**src/common/fdp_pkg.sv**
```systemverilog
// Purpose: Shared constants for the floppy drive port logic
// Assumes: Core clock of 25 MHz (40 ns period)
// Notes:   Register offsets are byte addresses on a 32-bit Avalon-MM slave
package fdp_pkg;
	localparam int unsigned CORE_NS = 40;

	// Least time in ns to whole core cycles, never below one
	function automatic int unsigned fdp_ceil_cyc(input int unsigned ns);
		int unsigned c;
		c = (ns + CORE_NS - 1) / CORE_NS;
		return (c == 0) ? 1 : c;
	endfunction : fdp_ceil_cyc

	// Register map
	localparam int unsigned AVS_AW  = 5;
	localparam logic [4:0]  OFS_OPS  = 5'h00;
	localparam logic [4:0]  OFS_CTRL = 5'h04;
	localparam logic [4:0]  OFS_MODE = 5'h08;
	localparam logic [4:0]  OFS_CMD  = 5'h0C;
	localparam logic [4:0]  OFS_FLUX = 5'h10;
	localparam logic [4:0]  OFS_STAT = 5'h14;

	// Reset values
	localparam logic [7:0]  OPS_RST  = 8'h00;
	localparam logic [1:0]  CTRL_RST = 2'h0;
	localparam logic [1:0]  MODE_RST = 2'h0;

	// Operating modes
	localparam logic [1:0]  MODE_BASE    = 2'h0;
	localparam logic [1:0]  MODE_SPECIAL = 2'h1;
	localparam logic [1:0]  MODE_COMPAT  = 2'h2;

	// Operations register fields
	localparam int unsigned OPS_DS1 = 0;
	localparam int unsigned OPS_DS2 = 1;
	localparam int unsigned OPS_MO1 = 4;
	localparam int unsigned OPS_MO2 = 5;

	// Command register fields
	localparam int unsigned CMD_UNIT  = 0;
	localparam int unsigned CMD_SIDE  = 2;
	localparam int unsigned CMD_WRITE = 3;
	localparam int unsigned CMD_STEP  = 4;
	localparam int unsigned CMD_OUT   = 5;
	localparam int unsigned CMD_INNER = 6;
	localparam int unsigned CMD_CNT   = 8;

	// Status register fields and the control register media change bit
	localparam int unsigned ST_STEP  = 0;
	localparam int unsigned ST_WGATE = 1;
	localparam int unsigned ST_ALT   = 2;
	localparam int unsigned ST_FLUX  = 3;
	localparam int unsigned ST_RDCNT = 8;
	localparam int unsigned CTRL_SWAP = 7;

	// Data rate codes in the control register
	localparam logic [1:0]  RATE_500 = 2'h0;
	localparam logic [1:0]  RATE_300 = 2'h1;
	localparam logic [1:0]  RATE_250 = 2'h2;
	localparam logic [1:0]  RATE_125 = 2'h3;

	// Bit cell times on the main clock
	localparam int unsigned CELL_500_NS  = 2000;
	localparam int unsigned CELL_250_NS  = 4000;
	localparam int unsigned CELL_125_NS  = 8000;
	localparam int unsigned CELL_500_CYC = CELL_500_NS / CORE_NS;
	localparam int unsigned CELL_250_CYC = CELL_250_NS / CORE_NS;
	localparam int unsigned CELL_125_CYC = CELL_125_NS / CORE_NS;
	// Alternate clock edges per 300 kb/s cell (9.6 MHz / 300 kHz)
	localparam int unsigned ALT_EDGES    = 32;

	// Precompensation and pulse timing
	localparam int unsigned PC_SHORT_NS   = 125;
	localparam int unsigned PC_LONG_NS    = 187;
	localparam int unsigned PC_SHORT_CYC  = fdp_ceil_cyc(PC_SHORT_NS);
	localparam int unsigned PC_LONG_CYC   = fdp_ceil_cyc(PC_LONG_NS);
	localparam int unsigned WD_PULSE_NS   = 250;
	localparam int unsigned WD_PULSE_CYC  = fdp_ceil_cyc(WD_PULSE_NS);
	localparam int unsigned WG_LEAD_NS    = 1000;
	localparam int unsigned WG_LEAD_CYC   = fdp_ceil_cyc(WG_LEAD_NS);
	localparam int unsigned STEP_PULSE_NS = 4000;
	localparam int unsigned STEP_PULSE_CYC = fdp_ceil_cyc(STEP_PULSE_NS);
	localparam int unsigned STEP_GAP_NS   = 3000000;
	localparam int unsigned STEP_GAP_CYC  = fdp_ceil_cyc(STEP_GAP_NS);
endpackage : fdp_pkg

```
**src/common/fdp_step_if.sv**
```systemverilog
// Purpose: Carrier between the sequencer and the step pulse generator
// Assumes: Both ends run on the core clock
// Notes:   start is a one-cycle pulse taken only while busy is low
interface fdp_step_if;
	logic       start;
	logic [7:0] count;
	logic       busy;
	logic       step_n;
	modport ctl (output start, output count, input busy, input step_n);
	modport gen (input start, input count, output busy, output step_n);
endinterface : fdp_step_if

```
**src/logic/fdp_step_gen.sv**
```systemverilog
// Purpose: Emits one low step pulse per track of a multi-track move
// Assumes: Count of zero moves nothing
// Notes:   Gap follows each pulse so the stepper settles before the next
module fdp_step_gen #(
	parameter int unsigned PULSE_CYC = fdp_pkg::STEP_PULSE_CYC,
	parameter int unsigned GAP_CYC   = fdp_pkg::STEP_GAP_CYC
) (
	input  wire logic   i_core_clk,
	input  wire logic   i_rst,
	fdp_step_if.gen     step
);
	import fdp_pkg::*;

	typedef enum logic [1:0] {SG_IDLE, SG_LOW, SG_GAP} fdp_sg_e;

	fdp_sg_e     st_r,  st_nxt;
	logic [7:0]  left_r, left_nxt;
	logic [19:0] tim_r, tim_nxt;

	initial begin
		if (PULSE_CYC < 1 || GAP_CYC < 1 || GAP_CYC > 20'hF_FFFF || PULSE_CYC > 20'hF_FFFF) begin
			$error("fdp_step_gen: timing out of range");
		end
	end

	// Next state of the pulse train
	always_comb begin
		st_nxt   = st_r;
		left_nxt = left_r;
		tim_nxt  = tim_r;
		unique case (st_r)
			SG_IDLE: begin
				if (step.start && step.count != 8'h00) begin
					st_nxt   = SG_LOW;
					left_nxt = step.count;
					tim_nxt  = 20'(PULSE_CYC - 1);
				end
			end
			SG_LOW: begin
				if (tim_r == 20'h0_0000) begin
					st_nxt   = SG_GAP;
					left_nxt = left_r - 8'h01;
					tim_nxt  = 20'(GAP_CYC - 1);
				end else begin
					tim_nxt = tim_r - 20'h0_0001;
				end
			end
			SG_GAP: begin
				if (tim_r != 20'h0_0000) begin
					tim_nxt = tim_r - 20'h0_0001;
				end else if (left_r == 8'h00) begin
					st_nxt = SG_IDLE;
				end else begin
					st_nxt  = SG_LOW;
					tim_nxt = 20'(PULSE_CYC - 1);
				end
			end
		endcase
	end

	// State registers
	always_ff @(posedge i_core_clk or posedge i_rst) begin
		if (i_rst) begin
			st_r   <= SG_IDLE;
			left_r <= 8'h00;
			tim_r  <= 20'h0_0000;
		end else begin
			st_r   <= st_nxt;
			left_r <= left_nxt;
			tim_r  <= tim_nxt;
		end
	end

	// One low pulse per track [RULE_15]
	assign step.step_n = (st_r != SG_LOW);
	assign step.busy   = (st_r != SG_IDLE);

	AST_STEP_ONE_PER_TRACK: assert property (@(posedge i_core_clk) disable iff (i_rst) // [RULE_15]
		(st_r == SG_LOW && tim_r == 20'h0_0000) |=> step.step_n && left_r == $past(left_r) - 8'h01)
		else $error("step count not tracked per pulse");
endmodule : fdp_step_gen

```
**src/logic/fdp_drive_port.sv**
```systemverilog
// Purpose: Drive-side port logic with host registers on Avalon-MM
// Assumes: Drive pins are asynchronous and pass two flip-flops first
// Notes:   Reads answer one cycle after request; writes answer at once
//          unless a flux byte waits for the shifter

// Notes on behaviour
// RULE_01: With change gate low, control read puts media change status on bit 7.
// RULE_02: Operations select with write strobe latches the full data byte.
// RULE_03: Control select with write strobe latches only the two low bits.
// RULE_04: Reset idles the sequencer and returns every output to reset state.
// RULE_05: After reset the mode is base, neither special nor host compatible.
// RULE_06: Each falling edge of the raw read stream counts as one flux transition.
// RULE_07: The alternate clock is used only when the rate field selects it.
// RULE_08: A two-speed spindle drive never gets the alternate clock.
// RULE_09: Standard rate timing comes from the main clock alone.
// RULE_10: Inner-track precompensation is 125 ns when select is high, else 187 ns.
// RULE_11: Side select is high for side 0 and low for side 1.
// RULE_12: Write gate goes low just before writing and stays low meanwhile.
// RULE_13: Write data is a pulse stream, one falling edge per flux transition.
// RULE_14: Step direction is high for outward, low for inward motion.
// RULE_15: One low step pulse is issued per single-track head move.
// RULE_16: Base or special mode drives active-low one-of-four unit selects.
// RULE_17: Host-compatible mode drives selects 1 and 2 from operations register.
// RULE_18: Host-compatible mode drives selects 3 and 4 as motor enables.
// RULE_19: During reset all drive outputs sit inactive high.
// RULE_20: Software keeps the rate field steady during a disk transfer.
module fdp_drive_port #(
	parameter int unsigned STEP_GAP_CYC = fdp_pkg::STEP_GAP_CYC
) (
	input  wire logic                       i_core_clk,
	input  wire logic                       i_rst,
	input  wire logic [fdp_pkg::AVS_AW-1:0] i_avs_address,
	input  wire logic                       i_avs_read,
	input  wire logic                       i_avs_write,
	input  wire logic [31:0]                i_avs_writedata,
	input  wire logic [3:0]                 i_avs_byteenable,
	output logic      [31:0]                o_avs_readdata,
	output logic                            o_avs_waitrequest,
	input  wire logic                       i_disk_change_gate_n,
	input  wire logic                       i_media_swap_status_n,
	input  wire logic                       i_raw_read_stream,
	input  wire logic                       i_alt_rate_clock,
	input  wire logic                       i_two_speed_spindle_n,
	input  wire logic                       i_precomp_amount_sel,
	output logic                            o_side_select,
	output logic                            o_write_gate_n,
	output logic                            o_write_flux_stream,
	output logic                            o_step_direction,
	output logic                            o_step_n,
	output logic                            o_unit_select_1_n,
	output logic                            o_unit_select_2_n,
	output logic                            o_unit_select_3_n,
	output logic                            o_unit_select_4_n
);
	import fdp_pkg::*;

	typedef enum logic [1:0] {SQ_IDLE, SQ_STEP, SQ_WLEAD, SQ_WRITE} fdp_seq_e;

	initial begin
		if (STEP_GAP_CYC < 1 || STEP_GAP_CYC > 20'hF_FFFF) begin
			$error("fdp_drive_port: STEP_GAP_CYC out of range");
		end
	end

	// Pin synchronisers: first stage feeds only the second
	logic [5:0] sync1_r, sync2_r;
	logic       rdd_prev_r, alt_prev_r;
	always_ff @(posedge i_core_clk or posedge i_rst) begin
		if (i_rst) begin
			sync1_r    <= 6'h37; // Alt clock rests low, other pins high
			sync2_r    <= 6'h37;
			rdd_prev_r <= 1'b1;
			alt_prev_r <= 1'b0;
		end else begin
			sync1_r    <= {i_precomp_amount_sel, i_two_speed_spindle_n, i_alt_rate_clock,
			               i_raw_read_stream, i_media_swap_status_n, i_disk_change_gate_n};
			sync2_r    <= sync1_r;
			rdd_prev_r <= sync2_r[2];
			alt_prev_r <= sync2_r[3];
		end
	end
	logic gate_n_s, swap_n_s, rdd_s, alt_s, spindle_n_s, pcsel_s;
	assign {pcsel_s, spindle_n_s, alt_s, rdd_s, swap_n_s, gate_n_s} = sync2_r;

	// Bus decode
	logic wr_ops, wr_ctrl, wr_mode, wr_cmd, wr_flux, be0, be1;
	assign be0     = i_avs_byteenable[0];
	assign be1     = i_avs_byteenable[1];
	assign wr_ops  = i_avs_write && i_avs_address == OFS_OPS && be0;
	assign wr_ctrl = i_avs_write && i_avs_address == OFS_CTRL && be0;
	assign wr_mode = i_avs_write && i_avs_address == OFS_MODE && be0;
	assign wr_cmd  = i_avs_write && i_avs_address == OFS_CMD;
	assign wr_flux = i_avs_write && i_avs_address == OFS_FLUX && be0;

	// Host registers and sequencer state
	logic [7:0]  ops_r,  ops_nxt;
	logic [1:0]  ctrl_r, ctrl_nxt;
	logic [1:0]  mode_r, mode_nxt;
	logic [15:0] cmd_r,  cmd_nxt;
	fdp_seq_e    seq_r,  seq_nxt;
	logic [4:0]  lead_r, lead_nxt;
	logic [7:0]  rdcnt_r, rdcnt_nxt;
	logic        rd_done_r, rd_done_nxt;
	logic [31:0] rdata_r, rdata_nxt;
	logic        flux_busy, flux_take, step_start;

	fdp_step_if step_bus ();

	// Flux byte waits while the shifter holds a byte
	assign o_avs_waitrequest = (i_avs_read && !rd_done_r) || (wr_flux && flux_busy);
	assign flux_take = wr_flux && !flux_busy && seq_r == SQ_WRITE;
	assign step_start = seq_r == SQ_IDLE && wr_cmd && be0 && i_avs_writedata[CMD_STEP];

	logic alt_used;

	// Read mux for a register offset
	function automatic logic [31:0] fdp_rd(input logic [4:0] a);
		logic [31:0] d;
		d = 32'h0000_0000;
		if (a == OFS_OPS) begin
			d[7:0] = ops_r;
		end else if (a == OFS_CTRL) begin
			d[1:0] = ctrl_r;
			d[CTRL_SWAP] = !gate_n_s && swap_n_s; // [RULE_01]
		end else if (a == OFS_MODE) begin
			d[1:0] = mode_r;
		end else if (a == OFS_CMD) begin
			d[15:0] = cmd_r;
		end else if (a == OFS_STAT) begin
			d[ST_STEP]  = step_bus.busy;
			d[ST_WGATE] = !o_write_gate_n;
			d[ST_ALT]   = alt_used;
			d[ST_FLUX]  = flux_busy;
			d[ST_RDCNT +: 8] = rdcnt_r;
		end
		return d;
	endfunction : fdp_rd

	// Next values of registers, sequencer and bus answer
	always_comb begin
		ops_nxt     = ops_r;
		ctrl_nxt    = ctrl_r;
		mode_nxt    = mode_r;
		cmd_nxt     = cmd_r;
		seq_nxt     = seq_r;
		lead_nxt    = lead_r;
		rdcnt_nxt   = rdcnt_r;
		rd_done_nxt = i_avs_read && !rd_done_r;
		rdata_nxt   = rdata_r;
		if (i_avs_read && !rd_done_r) begin
			rdata_nxt = fdp_rd(i_avs_address);
		end
		if (wr_ops) begin
			ops_nxt = i_avs_writedata[7:0]; // [RULE_02]
		end
		if (wr_ctrl) begin
			ctrl_nxt = i_avs_writedata[1:0]; // [RULE_03]
		end
		if (wr_mode) begin
			mode_nxt = i_avs_writedata[1:0];
		end
		if (wr_cmd && be0) begin
			cmd_nxt[7:0] = i_avs_writedata[7:0];
			cmd_nxt[CMD_STEP] = 1'b0;
		end
		if (wr_cmd && be1) begin
			cmd_nxt[15:8] = i_avs_writedata[15:8];
		end
		if (rdd_prev_r && !rdd_s) begin
			rdcnt_nxt = rdcnt_r + 8'h01; // [RULE_06]
		end
		unique case (seq_r)
			SQ_IDLE: begin
				if (step_start) begin
					seq_nxt = SQ_STEP;
				end else if (cmd_r[CMD_WRITE]) begin
					seq_nxt  = SQ_WLEAD;
					lead_nxt = 5'(WG_LEAD_CYC - 1);
				end
			end
			SQ_STEP: begin
				if (!step_bus.busy) begin
					seq_nxt = SQ_IDLE;
				end
			end
			SQ_WLEAD: begin
				// Gate settles low ahead of the first flux pulse [RULE_12]
				if (lead_r == 5'h00) begin
					seq_nxt = SQ_WRITE;
				end else begin
					lead_nxt = lead_r - 5'h01;
				end
			end
			SQ_WRITE: begin
				if (!cmd_r[CMD_WRITE] && !flux_busy) begin
					seq_nxt = SQ_IDLE;
				end
			end
		endcase
	end

	// Register update; reset gives base mode and idle sequencer [RULE_04] [RULE_05]
	always_ff @(posedge i_core_clk or posedge i_rst) begin
		if (i_rst) begin
			ops_r     <= OPS_RST;
			ctrl_r    <= CTRL_RST;
			mode_r    <= MODE_RST;
			cmd_r     <= 16'h0000;
			seq_r     <= SQ_IDLE;
			lead_r    <= 5'h00;
			rdcnt_r   <= 8'h00;
			rd_done_r <= 1'b0;
			rdata_r   <= 32'h0000_0000;
		end else begin
			ops_r     <= ops_nxt;
			ctrl_r    <= ctrl_nxt;
			mode_r    <= mode_nxt;
			cmd_r     <= cmd_nxt;
			seq_r     <= seq_nxt;
			lead_r    <= lead_nxt;
			rdcnt_r   <= rdcnt_nxt;
			rd_done_r <= rd_done_nxt;
			rdata_r   <= rdata_nxt;
		end
	end
	assign o_avs_readdata = rdata_r;

	// Alternate clock only on request and never with a two-speed drive [RULE_07] [RULE_08]
	assign alt_used = ctrl_r == RATE_300 && spindle_n_s;

	// Bit cell tick: main clock divider or alternate clock edges [RULE_09]
	logic [7:0] cell_r, cell_nxt;
	logic       tick;
	always_comb begin
		cell_nxt = cell_r;
		tick     = 1'b0;
		if (alt_used) begin
			if (alt_s && !alt_prev_r) begin
				cell_nxt = cell_r + 8'h01;
				if (cell_r >= 8'(ALT_EDGES - 1)) begin
					cell_nxt = 8'h00;
					tick     = 1'b1;
				end
			end
		end else begin
			cell_nxt = cell_r + 8'h01;
			if (cell_r >= (ctrl_r == RATE_250 ? 8'(CELL_250_CYC - 1) :
			               ctrl_r == RATE_125 ? 8'(CELL_125_CYC - 1) : 8'(CELL_500_CYC - 1))) begin
				cell_nxt = 8'h00;
				tick     = 1'b1;
			end
		end
	end

	// Flux shifter: MSB first, a one bit makes a delayed low pulse
	logic [7:0] sh_r, sh_nxt;
	logic [3:0] nbit_r, nbit_nxt;
	logic [2:0] dly_r, dly_nxt;
	logic [2:0] pw_r, pw_nxt;
	logic       pend_r, pend_nxt;
	logic [2:0] pc_cyc;
	assign flux_busy = nbit_r != 4'h0 || pend_r || pw_r != 3'h0;
	// Inner tracks shift the pulse by the pin-chosen amount [RULE_10]
	assign pc_cyc = !cmd_r[CMD_INNER] ? 3'h0 : pcsel_s ? 3'(PC_SHORT_CYC) : 3'(PC_LONG_CYC);
	always_comb begin
		sh_nxt   = sh_r;
		nbit_nxt = nbit_r;
		dly_nxt  = dly_r;
		pw_nxt   = pw_r;
		pend_nxt = pend_r;
		if (pw_r != 3'h0) begin
			pw_nxt = pw_r - 3'h1;
		end else if (pend_r) begin
			if (dly_r == 3'h0) begin
				pend_nxt = 1'b0;
				pw_nxt   = 3'(WD_PULSE_CYC);
			end else begin
				dly_nxt = dly_r - 3'h1;
			end
		end
		// A one bit at a tick wins over the clear of the pending pulse
		if (flux_take) begin
			sh_nxt   = i_avs_writedata[7:0];
			nbit_nxt = 4'h8;
		end else if (tick && nbit_r != 4'h0) begin
			sh_nxt   = {sh_r[6:0], 1'b0};
			nbit_nxt = nbit_r - 4'h1;
			if (sh_r[7]) begin
				pend_nxt = 1'b1;
				dly_nxt  = pc_cyc;
			end
		end
	end

	always_ff @(posedge i_core_clk or posedge i_rst) begin
		if (i_rst) begin
			cell_r <= 8'h00;
			sh_r   <= 8'h00;
			nbit_r <= 4'h0;
			dly_r  <= 3'h0;
			pw_r   <= 3'h0;
			pend_r <= 1'b0;
		end else begin
			cell_r <= cell_nxt;
			sh_r   <= sh_nxt;
			nbit_r <= nbit_nxt;
			dly_r  <= dly_nxt;
			pw_r   <= pw_nxt;
			pend_r <= pend_nxt;
		end
	end

	// Step pulse generator
	assign step_bus.start = step_start;
	assign step_bus.count = i_avs_writedata[15:8];
	fdp_step_gen #(
		.PULSE_CYC (STEP_PULSE_CYC),
		.GAP_CYC   (STEP_GAP_CYC)
	) u_step (
		.i_core_clk (i_core_clk),
		.i_rst      (i_rst),
		.step       (step_bus.gen)
	);

	// Registered drive outputs, all inactive high under reset [RULE_19]
	logic [3:0] sel_n;
	always_comb begin
		if (mode_r == MODE_COMPAT) begin
			sel_n = ~{ops_r[OPS_MO2], ops_r[OPS_MO1], ops_r[OPS_DS2], ops_r[OPS_DS1]}; // [RULE_17] [RULE_18]
		end else begin
			sel_n = ~(4'h1 << cmd_r[CMD_UNIT +: 2]); // [RULE_16]
		end
	end
	always_ff @(posedge i_core_clk or posedge i_rst) begin
		if (i_rst) begin
			o_side_select       <= 1'b1;
			o_write_gate_n      <= 1'b1;
			o_write_flux_stream <= 1'b1;
			o_step_direction    <= 1'b1;
			o_step_n            <= 1'b1;
			{o_unit_select_4_n, o_unit_select_3_n, o_unit_select_2_n, o_unit_select_1_n} <= 4'hF;
		end else begin
			o_side_select       <= !cmd_r[CMD_SIDE]; // [RULE_11]
			o_write_gate_n      <= !(seq_r == SQ_WLEAD || seq_r == SQ_WRITE); // [RULE_12]
			o_write_flux_stream <= pw_r == 3'h0; // [RULE_13]
			o_step_direction    <= cmd_r[CMD_OUT]; // [RULE_14]
			o_step_n            <= step_bus.step_n; // [RULE_15]
			{o_unit_select_4_n, o_unit_select_3_n, o_unit_select_2_n, o_unit_select_1_n} <= sel_n;
		end
	end

	AST_CHANGE_ON_BIT7: assert property (@(posedge i_core_clk) disable iff (i_rst) // [RULE_01]
		(i_avs_read && !rd_done_r && i_avs_address == OFS_CTRL) |=>
		(o_avs_readdata[CTRL_SWAP] == ($past(swap_n_s) && !$past(gate_n_s)) && !o_avs_waitrequest))
		else $error("disk change bit wrong on control read");
	AST_OPS_LATCH: assert property (@(posedge i_core_clk) disable iff (i_rst) // [RULE_02]
		wr_ops |=> ops_r == $past(i_avs_writedata[7:0]))
		else $error("operations register not latched");
	AST_CTRL_LATCH: assert property (@(posedge i_core_clk) disable iff (i_rst) // [RULE_03]
		wr_ctrl |=> ctrl_r == $past(i_avs_writedata[1:0]) ##1 (i_avs_write || $stable(ctrl_r)))
		else $error("control register not latched");
	AST_RESET_BASE: assert property (@(posedge i_core_clk) // [RULE_05]
		$fell(i_rst) |-> mode_r == MODE_BASE && seq_r == SQ_IDLE && o_write_gate_n && o_step_n)
		else $error("reset did not return to base and idle");
	AST_NO_ALT_TWO_SPEED: assert property (@(posedge i_core_clk) disable iff (i_rst) // [RULE_08]
		!spindle_n_s || ctrl_r != RATE_300 |-> !alt_used)
		else $error("alternate clock used when forbidden");
	AST_GATE_COVERS_FLUX: assert property (@(posedge i_core_clk) disable iff (i_rst) // [RULE_12]
		$fell(o_write_flux_stream) |-> !o_write_gate_n && $past(!o_write_gate_n, 2))
		else $error("flux pulse outside write gate");
	AST_PULSE_WIDTH: assert property (@(posedge i_core_clk) disable iff (i_rst) // [RULE_13]
		$fell(o_write_flux_stream) |-> !o_write_flux_stream[*7] ##1 o_write_flux_stream)
		else $error("write pulse width wrong");
	AST_SIDE_LEVEL: assert property (@(posedge i_core_clk) disable iff (i_rst) // [RULE_11]
		##1 o_side_select == !$past(cmd_r[CMD_SIDE]))
		else $error("side select polarity wrong");
	AST_COMPAT_SEL: assert property (@(posedge i_core_clk) disable iff (i_rst) // [RULE_17] [RULE_18]
		mode_r == MODE_COMPAT |=> o_unit_select_1_n == !$past(ops_r[OPS_DS1])
		&& o_unit_select_2_n == !$past(ops_r[OPS_DS2])
		&& o_unit_select_3_n == !$past(ops_r[OPS_MO1])
		&& o_unit_select_4_n == !$past(ops_r[OPS_MO2]))
		else $error("compat selects do not follow operations register");
	AST_BASE_ONEHOT: assert property (@(posedge i_core_clk) disable iff (i_rst) // [RULE_16]
		mode_r != MODE_COMPAT && $stable(mode_r) |=> $countones({o_unit_select_4_n,
		o_unit_select_3_n, o_unit_select_2_n, o_unit_select_1_n}) == 3)
		else $error("unit selects not one of four");
	AST_PRECOMP_DELAY: assert property (@(posedge i_core_clk) disable iff (i_rst) // [RULE_10]
		(tick && nbit_r != 4'h0 && !flux_take && sh_r[7] && cmd_r[CMD_INNER]) |->
		if (pcsel_s) ##7 $fell(o_write_flux_stream) else ##8 $fell(o_write_flux_stream))
		else $error("inner track precompensation delay wrong");
endmodule : fdp_drive_port

```
**config.mk**
```make
export PLATFORM = sky130hd
export DESIGN_NAME = fdp_drive_port
export DESIGN_NICKNAME = d
export VERILOG_FILES = /design/src/common/fdp_pkg.sv /design/src/common/fdp_step_if.sv /design/src/logic/fdp_step_gen.sv /design/src/logic/fdp_drive_port.sv
export SDC_FILE = /design/constraint.sdc
export NUM_CORES = 1
export LEC_CHECK = 0
export BUFFER_PORTS_ARGS = -buffer_cell sky130_fd_sc_hd__buf_2
export CAP_MARGIN = 5
export CORE_AREA = 2 2 121 123
export CTS_BUF_LIST = sky130_fd_sc_hd__clkbuf_8
export CTS_CLUSTER_DIAMETER = 80
export DETAILED_ROUTE_END_ITERATION = 8
export DIE_AREA = 0 0 123 125
export GPL_ROUTABILITY_DRIVEN = 0
export GPL_TIMING_DRIVEN = 0
export HOLD_SLACK_MARGIN = 0.06
export MAX_ROUTING_LAYER = met4
export PLACE_DENSITY = 0.7
export SETUP_SLACK_MARGIN = 0.1
export SKIP_LAST_GASP = 1
export SYNTH_ARGS = -nofsm -noshare
export SYNTH_HDL_FRONTEND = slang
export SYNTH_SLANG_ARGS = --single-unit
```
**constraint.sdc**
```tcl
create_clock -name i_core_clk -period 9.7 [get_ports i_core_clk]
set_clock_uncertainty 0.15 [all_clocks]
set_input_delay 1.455 -clock i_core_clk [delete_from_list [all_inputs] [get_ports i_core_clk]]
set_output_delay 1.455 -clock i_core_clk [all_outputs]
set_load 0.005 [all_outputs]
```
### Yosys cells after proc, flatten, opt, wreduce, memory -nomap -nowiden

Cells that the tools add are included.

| storage, ports and cells | value |
|---|---|
| flip-flop bits (word level) | 139 |
| latch bits | 0 |
| bits in writable memories | 0 |
| ROM bits | 0 |
| output and inout port bits | 42 |
| memories | 0 |

| cells by class | value |
|---|---|
| add/sub/neg operators | 8 |
| multipliers | 0 |
| div/mod/pow operators | 0 |
| order comparisons | 2 |
| eq/ne operators | 27 |
| shift operators | 1 |
| multiplexer cells | 68 |
| bitwise operators | 2 |
| reduce and logical (&&, ||, !) cells | 62 |

Operators by type and width:

| cell | number |
|---|---|
| $mux W8 | 15 |
| $mux W20 | 4 |
| $pmux W20 S3 | 1 |
| $mux W3 | 10 |
| $logic_and A1 B1 Y1 | 25 |
| $mux W4 | 6 |
| $logic_not A20 Y1 | 1 |
| $mux W2 | 10 |
| $mux W5 | 4 |
| $reduce_bool A20 Y1 | 1 |
| $sub A20 B1 Y20 const B | 1 |
| $add A8 B1 Y8 const B | 2 |
| $pmux W8 S2 | 1 |
| $mux W14 | 1 |
| $ne A2 B2 Y1 const B | 7 |
| $mux W1 | 13 |
| $eq A2 B2 Y1 const B | 6 |
| $reduce_bool A2 Y1 | 6 |
| $eq A5 B4 Y1 const B | 2 |
| $eq A5 B5 Y1 const B | 2 |
| $logic_not A5 Y1 | 2 |
| $pmux W5 S2 | 1 |
| $logic_not A1 Y1 | 9 |
| $ge A8 B5 Y1 const B | 1 |
| other kinds (23) | 39 |

### Depth between registers and ports, before layout

Gate-level depths: netlist (run 1).

| depth | value |
|---|---|
| depth in word-level cells | 9 |
| gate-level depth with buffers | 10 |
| gate-level depth less buffers | 9 |

### Hierarchy

From an unflattened synthesis (run 1), not the netlist that was laid out.

| unflattened totals | value |
|---|---|
| cell total of the unflattened synthesis | 695 |
| area total of the unflattened synthesis | 7,169.4 um^2 |

Modules (own cells, without submodules):

| module | times used | cells an instance | area an instance (um^2) | sequential area each (um^2) |
|---|---|---|---|---|
| fdp_drive_port | 1 | 461 | 5,111.2 | 2,752.6 |
| fdp_step_gen | 1 | 234 | 2,058.2 | 750.7 |

### Worst setup path before layout (run 1)

OpenSTA, ideal clock, no wires.

| timing path | value |
|---|---|
| kind | in2out |
| start | input port i_avs_address[3] (netlist name) |
| end | output port o_avs_waitrequest |
| data arrival time | 2,194 ps |
| required time | 8,095 ps |
| slack | 5,901 ps |
| stages on the path | 4 |
| path buffers | 1 |
| cells stage by stage | clkbuf_1 nor4_1 nand2b_1 nand2_1 |

| on the way | value |
|---|---|
| longest elaborated chain between the ends | 5 |

RTL lines:

| element | RTL line | source |
|---|---|---|
| start, declared | fdp_drive_port.sv:32 | `input wire logic [fdp_pkg::AVS_AW-1:0] i_avs_address,` |
| $eq A5 B5 Y1 | fdp_drive_port.sv:93 | `assign wr_flux = i_avs_write && i_avs_address == OFS_FLUX && be0;` |
| $logic_and A1 B1 Y1 (2 in a row) | fdp_drive_port.sv:93 |  |
| $logic_and A1 B1 Y1 | fdp_drive_port.sv:110 | `assign o_avs_waitrequest = (i_avs_read && !rd_done_r) \|\| (wr_flux && flux_busy);` |
| $logic_or A1 B1 Y1 | fdp_drive_port.sv:110 |  |
| end, declared | fdp_drive_port.sv:38 | `output logic o_avs_waitrequest,` |

Every way passes these cells.

### Final worst setup path (run 1)

Same ends and word-level chain as after synthesis.

==> flow_summary.toml, run 1 <==
[finish]
final_cell_mix = "119 x dfrtp_1, 84 x nand2_1, 63 x o21ai_0, 62 x buf_2, 54 x nor2_1"
drive_gt1_frac = 0.2064
synthToLayoutAreaGrowth_pct = 14.36
antenna_cells = 0
final_common_cell = "dfrtp_1"
final_cells = 998
fin_nets = 871

[critical_path]
rr_startpoint = "ctrl_r[1]$_DFFE_PP0P_"
timing.reg2reg.setup_slack_ns = 6.98
slowest_stage = "nor4_1"
worstPathCellList = "buf_2 -> clkbuf_1 -> nor4_1 -> nand2b_1 -> nand2_1 -> buf_2"
slowest_delay_ns = 0.61
worst-path-max-fanout = 10
startpoint_type = "input pin"
worstSetupPathType = "input pin to output port"
worstSetupEndpointType = "output port"
r2r-end = "sh_r[0]$_DFFE_PP0P_"
critPathArrivalTime_ns = 2.76
rr_worst_depth = 10
required_ns = 8.10
cpMostUsedCell = "buf_2"

[hold_path]
hp-start = "sync1_r[3]$_DFF_PP0_"
min_path_type = "flop to flop"
holdPathEnd = "sync2_r[3]$_DFF_PP0_"
hold_path_depth = 0

[logic_synthesis]
synthCells = 708
synth_ff_type = "dfrtp_1"
seq_area_frac_synth = 0.5082
synth_edf_count = 0
async_flop_share = 1.000
syn_area_um2 = 6894
avgSynthCellArea_um2 = 9.737
synth-seq-cells = 139
ys_types = 65
yosys_warnings = 0

[sta]
worst_slew_pin_slew_ns = 0.7847
hold_viol = 0
period_share = 0.4499
finalSetupViolations = 0
final.min_clock_period_ns = 4.364
max_freq_mhz = 229.2
fin_tns_setup_ns = 0
rsz0062_at_grt = "false"
whs_ns = 0.1993
slew_headroom = 0.4749
slew_viol_final = 0

[cts]
clkTransAtPathRegs_ns = 0.07
cts_tree = "yes"
htreeDepth = 4
numClockSinks = 139
clk_latency_ns = 0.45
cts-root-buf = "clkbuf_8"
post-cts-setup-buffers = 0
numCtsBuffers = 17
clock_path_buffers = 2
cts-resized-gates = 0
cts_hold_buf = 0

[routing]
first_pass_iters = 6
route.detailed.drc = 0
vias_per_cell = 5.571
routed_wl_mm = 15.49
dr_total_vias = 5560
drt-initial-drc-count = 412
ant_nets = 0
drt-wirelength-per-cell_um = 15.53

[die]
core_um2 = 14200
dieArea_um2 = 15380
die_x_um = 123
fp-row-count = 44
io_pins = 93
initial_core_util = 0.4854
die_h_um = 125

[pwr]
peakVddDrop_mv = 0.1153
cellLeakagePower_nw = 3.609
p_per_area_nw_per_um2 = 184.6

[global_route]
track_usage = 0.2193
grt.overflow.total = 0
grt_pass1_wl_mm = 26.26
grt_pass1_vias = 5509
antenna_found_initial = 0
grt_max_degree = 79

[place]
port_buffers = 58
dp_hpwl_mm = 11.34
placed_cells = 966

[outcome]
status = "completed"

[flow_run]
max-cap-violations = 0
sequential cells by signal, summed over array words and instances, names as in the netlist, 8 cells and up:
name / cells
u_step.tim_r: 20
o_avs_readdata: 16
cmd_r: 15
cell_r: 8
ops_r: 8
rdcnt_r: 8
sh_r: 8
u_step.left_r: 8
cell families (layout without fill, tap and decap cells):
family | count (synthesis) | count (layout) | share of synthesized area
compound gates | 167 | 167 | 0.1488
other cells | 1 | 16 | 0.0005439
buf+inv | 81 | 172 | 0.05463
xor+xnor | 14 | 14 | 0.01779
fa+ha+maj | 19 | 19 | 0.03448
flops | 139 | 139 | 0.5082
mux | 33 | 33 | 0.05281
simple gates | 254 | 254 | 0.1828
routing by layer:
metal / GRT usage / wire, um
met5: - / 0
met4: 0.06484 / 201
met3: 0.04973 / 802
met2: 0.3523 / 7749
met1: 0.2775 / 6740
worst max-delay path: cells and delay by family:
family,cells,cell delay [ns]
simple gates,3,0.82
buf+inv,3,0.48
through the flow:
step	util	setup slack [ns]	power, mW	area, um^2
after detailed placement	0.5283	5.373	1.013	7503
after CTS	0.5551	5.368	1.468	7884
after global routing	0.5551	5.210	1.539	7884
final	0.5551	5.336	1.455	7884
after floorplan	-	4.404	0.9274	6950
after global placement	0.5260	3.001	0.9899	7471
cell usage after synthesis, types with 5 or more instances:
cell type | instances | area (um^2)
o31ai_1 | 7 | 52.55
a21oi_1 | 35 | 175.2
nand2_1 | 84 | 315.3
ha_1 | 19 | 237.7
dfstp_2 | 20 | 525.5
xnor2_1 | 5 | 43.79
nor2b_1 | 9 | 56.30
dfrtp_1 | 119 | 2978
a22oi_1 | 13 | 97.59
and2_1 | 5 | 31.28
o21a_1 | 5 | 37.54
inv_1 | 43 | 161.4
clkbuf_1 | 17 | 63.81
or3_1 | 7 | 43.79
mux2i_1 | 6 | 60.06
nor2_1 | 54 | 202.7
nand3_1 | 27 | 135.1
nor3_1 | 14 | 70.07
o211ai_1 | 8 | 60.06
mux2_2 | 27 | 304.0
o21ai_0 | 63 | 315.3
nand2b_1 | 12 | 75.07
buf_4 | 16 | 120.1
xor2_1 | 9 | 78.83
nand4_1 | 7 | 43.79
power breakdown:
| part | switching, mW | total, mW | internal, mW | leakage, nW |
|---|---|---|---|---|
| sequential | 0.0682 | 0.739 | 0.671 | 1.69 |
| clock | 0.221 | 0.452 | 0.231 | 0.197 |
| combinational | 0.145 | 0.265 | 0.120 | 1.72 |
| total | 0.434 | 1.46 | 1.02 | 3.61 |
cell type report:
| class | count | area, um^2 |
|---|---|---|
| Fill cell | 1295 | 6320 |
| Sequential cell | 139 | 3503 |
| Multi-Input combinational cell | 503 | 3070 |
| Timing Repair Buffer | 59 | 317.8 |
| Clock buffer | 18 | 247.7 |
| Tap cell | 184 | 230.2 |
| Buffer | 38 | 215.2 |
| Inverter | 43 | 166.4 |
| Clock inverter | 14 | 132.6 |
how the worst max path moves through the flow:
stage	to	slack, ns	depth (start not counted)	start
2_1_floorplan	alt_prev_r$_DFF_PP0_	4.40	1	i_rst
3_3_place_gp	o_avs_readdata[3]$_DFFE_PP0P_	3.00	2	i_rst
3_5_place_dp	o_avs_waitrequest	5.37	6	i_avs_address[3]
4_1_cts	o_avs_waitrequest	5.37	6	i_avs_address[3]
5_1_grt	o_avs_waitrequest	5.21	6	i_avs_address[3]
6_report	o_avs_waitrequest	5.34	6	i_avs_address[3]
Note: power is estimated with default switching activity, not from simulation.
==> run 2, diff against run 1 <==
clock period = 4.4 ns   (was 9.7 ns; I/O delays follow)
==> run 2 against run 1 <==
- cell area is 0.87% higher
- critical path depth grew 2
- combinational power up 120%
- sequential power increased by 120%
- critical path type is now flop to output port
- critical endpoint unchanged
==> flow_summary.toml, run 2 (same netlist as run 1, synthesis figures left out) <==
[cts]
numClockSinks = 139
htreeDepth = 4
cts_hold_buf = 1
cts_tree = "yes"
cts-resized-gates = 0
clkTransAtPathRegs_ns = 0.08
clk_latency_ns = 0.45
post-cts-setup-buffers = 0
cts-root-buf = "clkbuf_8"
numCtsBuffers = 17
clock_path_buffers = 2

[critical_path]
worstSetupPathType = "flop to output port"
worst-path-max-fanout = 4
worstSetupEndpointType = "output port"
critPathArrivalTime_ns = 2.30
required_ns = 3.59
rr_startpoint = "ctrl_r[1]$_DFFE_PP0P_"
startpoint_type = "flop"
cp-startpoint = "nbit_r[0]$_DFFE_PP0P_"

[sta]
period_share = 0.7063
worst_slew_pin_slew_ns = 0.8145
max_freq_mhz = 321.8
fin_tns_setup_ns = 0
hold_viol = 0
finalSetupViolations = 0
slew_headroom = 0.4550
slew_viol_final = 0
rsz0062_at_grt = "false"
final.min_clock_period_ns = 3.108

[hold_path]
min_path_type = "input pin to flop"
hp-start = "i_precomp_amount_sel"

[finish]
synthToLayoutAreaGrowth_pct = 15.35
multiInputGateArea_um2 = 3070
final_cells = 1002
regMostFlops = "u_step.tim_r"
fill_cells = 1267
drive_gt1_frac = 0.2090
final_cell_mix = "119 x dfrtp_1, 84 x nand2_1, 63 x o21ai_0, 62 x buf_2, 54 x nor2_1"
largest_register_ffs = 20
seqCellArea_um2 = 3503
fin_nets = 875
antenna_cells = 0
final_common_cell = "dfrtp_1"
final_cell_area_um2 = 7953

[die]
fp-row-count = 44
die_h_um = 125
dieArea_um2 = 15380
core_um2 = 14200
initial_core_util = 0.4854
io_pins = 93
die_x_um = 123

[routing]
routed_wl_mm = 15.64
drt-initial-drc-count = 407
ant_nets = 0
route.detailed.drc = 0
vias_per_cell = 5.572
first_pass_iters = 5
dr_total_vias = 5583
drt-wirelength-per-cell_um = 15.61

[global_route]
grt_pass1_wl_mm = 26.21
grt_max_degree = 36
grt_pass1_vias = 5420
track_usage = 0.2208
antenna_found_initial = 0
grt.overflow.total = 0

[flow_run]
max-cap-violations = 0

[place]
postPlaceCellArea_um2 = 7562
placed_cells = 969
port_buffers = 58
dp_hpwl_mm = 11.75

[pwr]
finalPower_mw = 3.220
p_per_area_nw_per_um2 = 404.9
seq_power_share = 0.506
switching_share = 0.2983
internal-power_mw = 2.260
pwr-share-clk = 0.310
peakVddDrop_mv = 0.2040
cellLeakagePower_nw = 3.637
comb_power_share = 0.184
power.switching_mw = 0.9607

[outcome]
status = "completed"
-- run 2: per-stage QoR --
step           hold WS, ns  setup slack (ns)    util
4_1_cts             0.1219             1.300  0.5599
5_1_grt             0.1194             1.138  0.5599
3_3_place_gp        0.1856             1.058  0.5263
6_report            0.1488             1.292  0.5599
2_1_floorplan       0.1812             1.871       -
3_5_place_dp        0.1935             1.341  0.5324
-- run 2: critical path, cell delays in order, from the launching register on --
cell and delay, ns:
dfrtp_1 0.42, inv_1 0.07, ha_1 0.14, inv_1 0.04
or3_1 0.36, nor3_1 0.40, nand2b_1 0.16, nand2_1 0.08
buf_2 0.17
-- run 2: path summary, 6_finish.rpt --
| kind | to | cells past startpoint | slack, ns |
|---|---|---|---|
| worst max register to register | nbit_r[0]$_DFFE_PP0P_ | 9 | 1.67 |
| min in group asynchronous | u_step.tim_r[12]$_DFFE_PP0P_ | 3 | 0.61 |
| worst min-delay path | sync1_r[5]$_DFF_PP1_ | 1 | 0.15 |
| worst max-delay path | o_avs_waitrequest | 8 | 1.29 |
| max in group asynchronous | sync2_r[2]$_DFF_PP1_ | 5 | 2.66 |
| worst min register to register | sync2_r[2]$_DFF_PP1_ | 0 | 0.21 |
-- run 2: power groups by stage --
stage	registers (mW)	clock network [mW]	logic, mW
2_1_floorplan	1.61	0	0.436
3_3_place_gp	1.64	0	0.546
3_5_place_dp	1.65	0	0.592
4_1_cts	1.63	1.02	0.598
5_1_grt	1.66	1.08	0.674
6_report	1.63	0.997	0.594
-- run 2: final cells by class --
| class | instances | area share |
|---|---|---|
| multi-input cells | 503 | 0.3861 |
| flip-flops and latches | 139 | 0.4405 |
| repair buffers | 63 | 0.04877 |
| clock buffers | 18 | 0.03115 |
| plain buffers | 38 | 0.02706 |
| inverters | 43 | 0.02077 |
| well taps | 184 | 0.02895 |
| clock inverters | 14 | 0.01668 |
-- run 2: per-layer routing --
layer  up-vias  GRT usage  routed length (um)
met3        24    0.03923                 616
met5         -          -                   0
met1      2774     0.2827                6862
met4         0    0.08489                 253
met2       134     0.3490                7906
li1       2651          -                   -
==> run 3, diff against run 2 <==
ABC_AREA = 1   (was not set)
CORE_AREA = 2 2 126 128   (was 2 2 121 123)
DIE_AREA = 0 0 128 130   (was 0 0 123 125)
PLACE_DENSITY = 0.72   (was 0.7)
clock period = 2.8 ns   (was 4.4 ns; I/O delays follow)
==> run 3 against run 2 <==
- power up 76%
- global-route usage about the same
- clock power up 93%
- via count up 8.9%
- count of clock-buffer cells in the layout up 2
- utilization up 0.74 points
- synthesized cell count up 28%
- largest cell class unchanged
- largest power group unchanged
==> flow_summary.toml, run 3 <==
[outcome]
status = "completed"

[routing]
vias_per_cell = 4.970
dr_total_vias = 6078
first_pass_iters = 5
drt-initial-drc-count = 226
ant_nets = 0
routed_wl_mm = 16.65
drt-wirelength-per-cell_um = 13.61
route.detailed.drc = 0

[critical_path]
startpoint_type = "flop"
rr_startpoint = "ctrl_r[1]$_DFFE_PP0P_"
critPathArrivalTime_ns = 1.92
rr_worst_depth = 9
worst-path-max-fanout = 4
required_ns = 2.23
worstSetupPathType = "flop to output port"
worstSetupEndpointType = "output port"
cp-startpoint = "pw_r[0]$_DFFE_PP0P_"

[sta]
max_freq_mhz = 400.9
whs_ns = 0.1072
final.min_clock_period_ns = 2.495
slew_headroom = 0.5865
worst_slew_pin_slew_ns = 0.6202
fin_tns_setup_ns = 0
finalSetupViolations = 0
rsz0062_at_grt = "false"
slew_viol_final = 0
period_share = 0.8909
hold_viol = 0

[place]
port_buffers = 58
dp_hpwl_mm = 11.96

[global_route]
track_usage = 0.2209
grt.overflow.total = 0
grt_pass1_wl_mm = 28.25
antenna_found_initial = 0
grt_pass1_vias = 5856
grt_max_degree = 42

[logic_synthesis]
yosys.cell_count.top_type = "nand2_1"
synth-seq-cells = 139
synth_edf_count = 0
async_flop_share = 1.000
avgSynthCellArea_um2 = 8.235
synthCells = 908
synth_top_area_frac = 0.3983
yosys_warnings = 0
ys_types = 52
syn_area_um2 = 7477
synthTopCellsByArea = "dfrtp_1 40%, nand2_1 11%, dfstp_2 7.0%, o21ai_0 5.5%, inv_1 5.3%"
synth_ff_type = "dfrtp_1"
seq_area_frac_synth = 0.4685
synth_commonest_cells = "226 x nand2_1, 119 x dfrtp_1, 106 x inv_1"
synth.largest_area_cell = "dfrtp_1"

[finish]
seqCellArea_um2 = 3503
drive_gt1_frac = 0.1872
largest_register_ffs = 20
final_common_cell = "nand2_1"
regMostFlops = "u_step.tim_r"
fin_nets = 1088
synthToLayoutAreaGrowth_pct = 17.03
fill_cells = 1397
antenna_cells = 0
final_cell_mix = "225 x nand2_1, 119 x dfrtp_1, 107 x inv_1, 81 x o21ai_0, 71 x nor2_1"
multiInputGateArea_um2 = 3359

[die]
die_x_um = 128
dieArea_um2 = 16640
fp-row-count = 46
die_h_um = 130
initial_core_util = 0.4848
core_um2 = 15420
io_pins = 93

[hold_path]
min_path_type = "input pin to flop"
hp-start = "i_avs_writedata[10]"
hold_path_depth = 3

[cts]
numClockSinks = 139
clock_path_buffers = 2
clkTransAtPathRegs_ns = 0.08
cts_tree = "yes"
clk_latency_ns = 0.45
htreeDepth = 4
numCtsBuffers = 17
cts-root-buf = "clkbuf_8"

[pwr]
cellLeakagePower_nw = 4.486
peakVddDrop_mv = 0.4355
p_per_area_nw_per_um2 = 648.3

[flow_run]
max-cap-violations = 0
## run 3: kinds of logic after synthesis
group           share of synthesized area
flops                              0.4685
simple gates                       0.2724
xor+xnor                          0.02577
compound gates                     0.1086
mux                              0.001339
buf+inv                           0.09103
fa+ha+maj                         0.03179
other cells                     0.0005015
## run 3: final timing paths
path / end / slack [ns]
max in group asynchronous: sync1_r[2]$_DFF_PP1_ / 1.15
hold reg to reg: sync2_r[2]$_DFF_PP1_ / 0.21
min in group asynchronous: rd_done_r$_DFF_PP0_ / 0.42
setup reg to reg: sh_r[5]$_DFFE_PP0P_ / 0.57
setup / recovery: o_avs_waitrequest / 0.31
hold / removal: cmd_r[10]$_DFFE_PP0P_ / 0.11
## run 3: cell type report
type                            count  share of cell area
Buffer                             37             0.02960
Tap cell                          192             0.02745
Inverter                          111             0.04876
Clock inverter                     12             0.02216
Multi-Input combinational cell    636              0.3839
Sequential cell                   139              0.4003
Clock buffer                       20             0.03146
Timing Repair Buffer               76             0.05633
## run 3: per-layer routing
layer  part of all wire  vias to the layer above  global-route usage  wire length [um]
met5                  0                        -                   -                 0
met4              0.010                        0             0.05624               171
met3              0.051                       15             0.05453               849
met2               0.48                      152              0.3586              8033
met1               0.46                     2791              0.2801              7594
li1                   -                     3120                   -                 -
## run 3: what timing repair did
action	CTS	global route
hold endpoints to repair	30	0
setup buffers	1	2
resized for setup	3	2
pin swaps	1	2
hold buffers	12	0
setup endpoints to repair	1	1
## run 3: critical path, stage by stage, from the launching register on
cell     delay (ns)
dfrtp_1        0.37
inv_1          0.11
ha_1           0.15
inv_1          0.04
nor2_2         0.14
inv_1          0.12
nor3_4         0.23
o21ai_1        0.14
buf_2          0.17
## run 3: report_power, final
| group | switching (mW) | internal, mW |
|---|---|---|
| Sequential | 0.216 | 2.33 |
| Clock | 0.795 | 1.13 |
| Combinational | 0.734 | 0.468 |
## run 3: per-stage QoR
stage	instance area [um^2]	instances	setup WS [ns]	power, mW	utilization
floorplan	7537	923	0.5112	3.396	-
global route	8751	1223	0.1259	6.037	0.5673
CTS	8731	1221	0.1304	5.700	0.5660
detailed placement	8128	1176	0.2701	3.744	0.5269
global placement	8068	1173	-0.3943	3.680	0.5230
finish	8751	1223	0.3054	5.673	0.5673
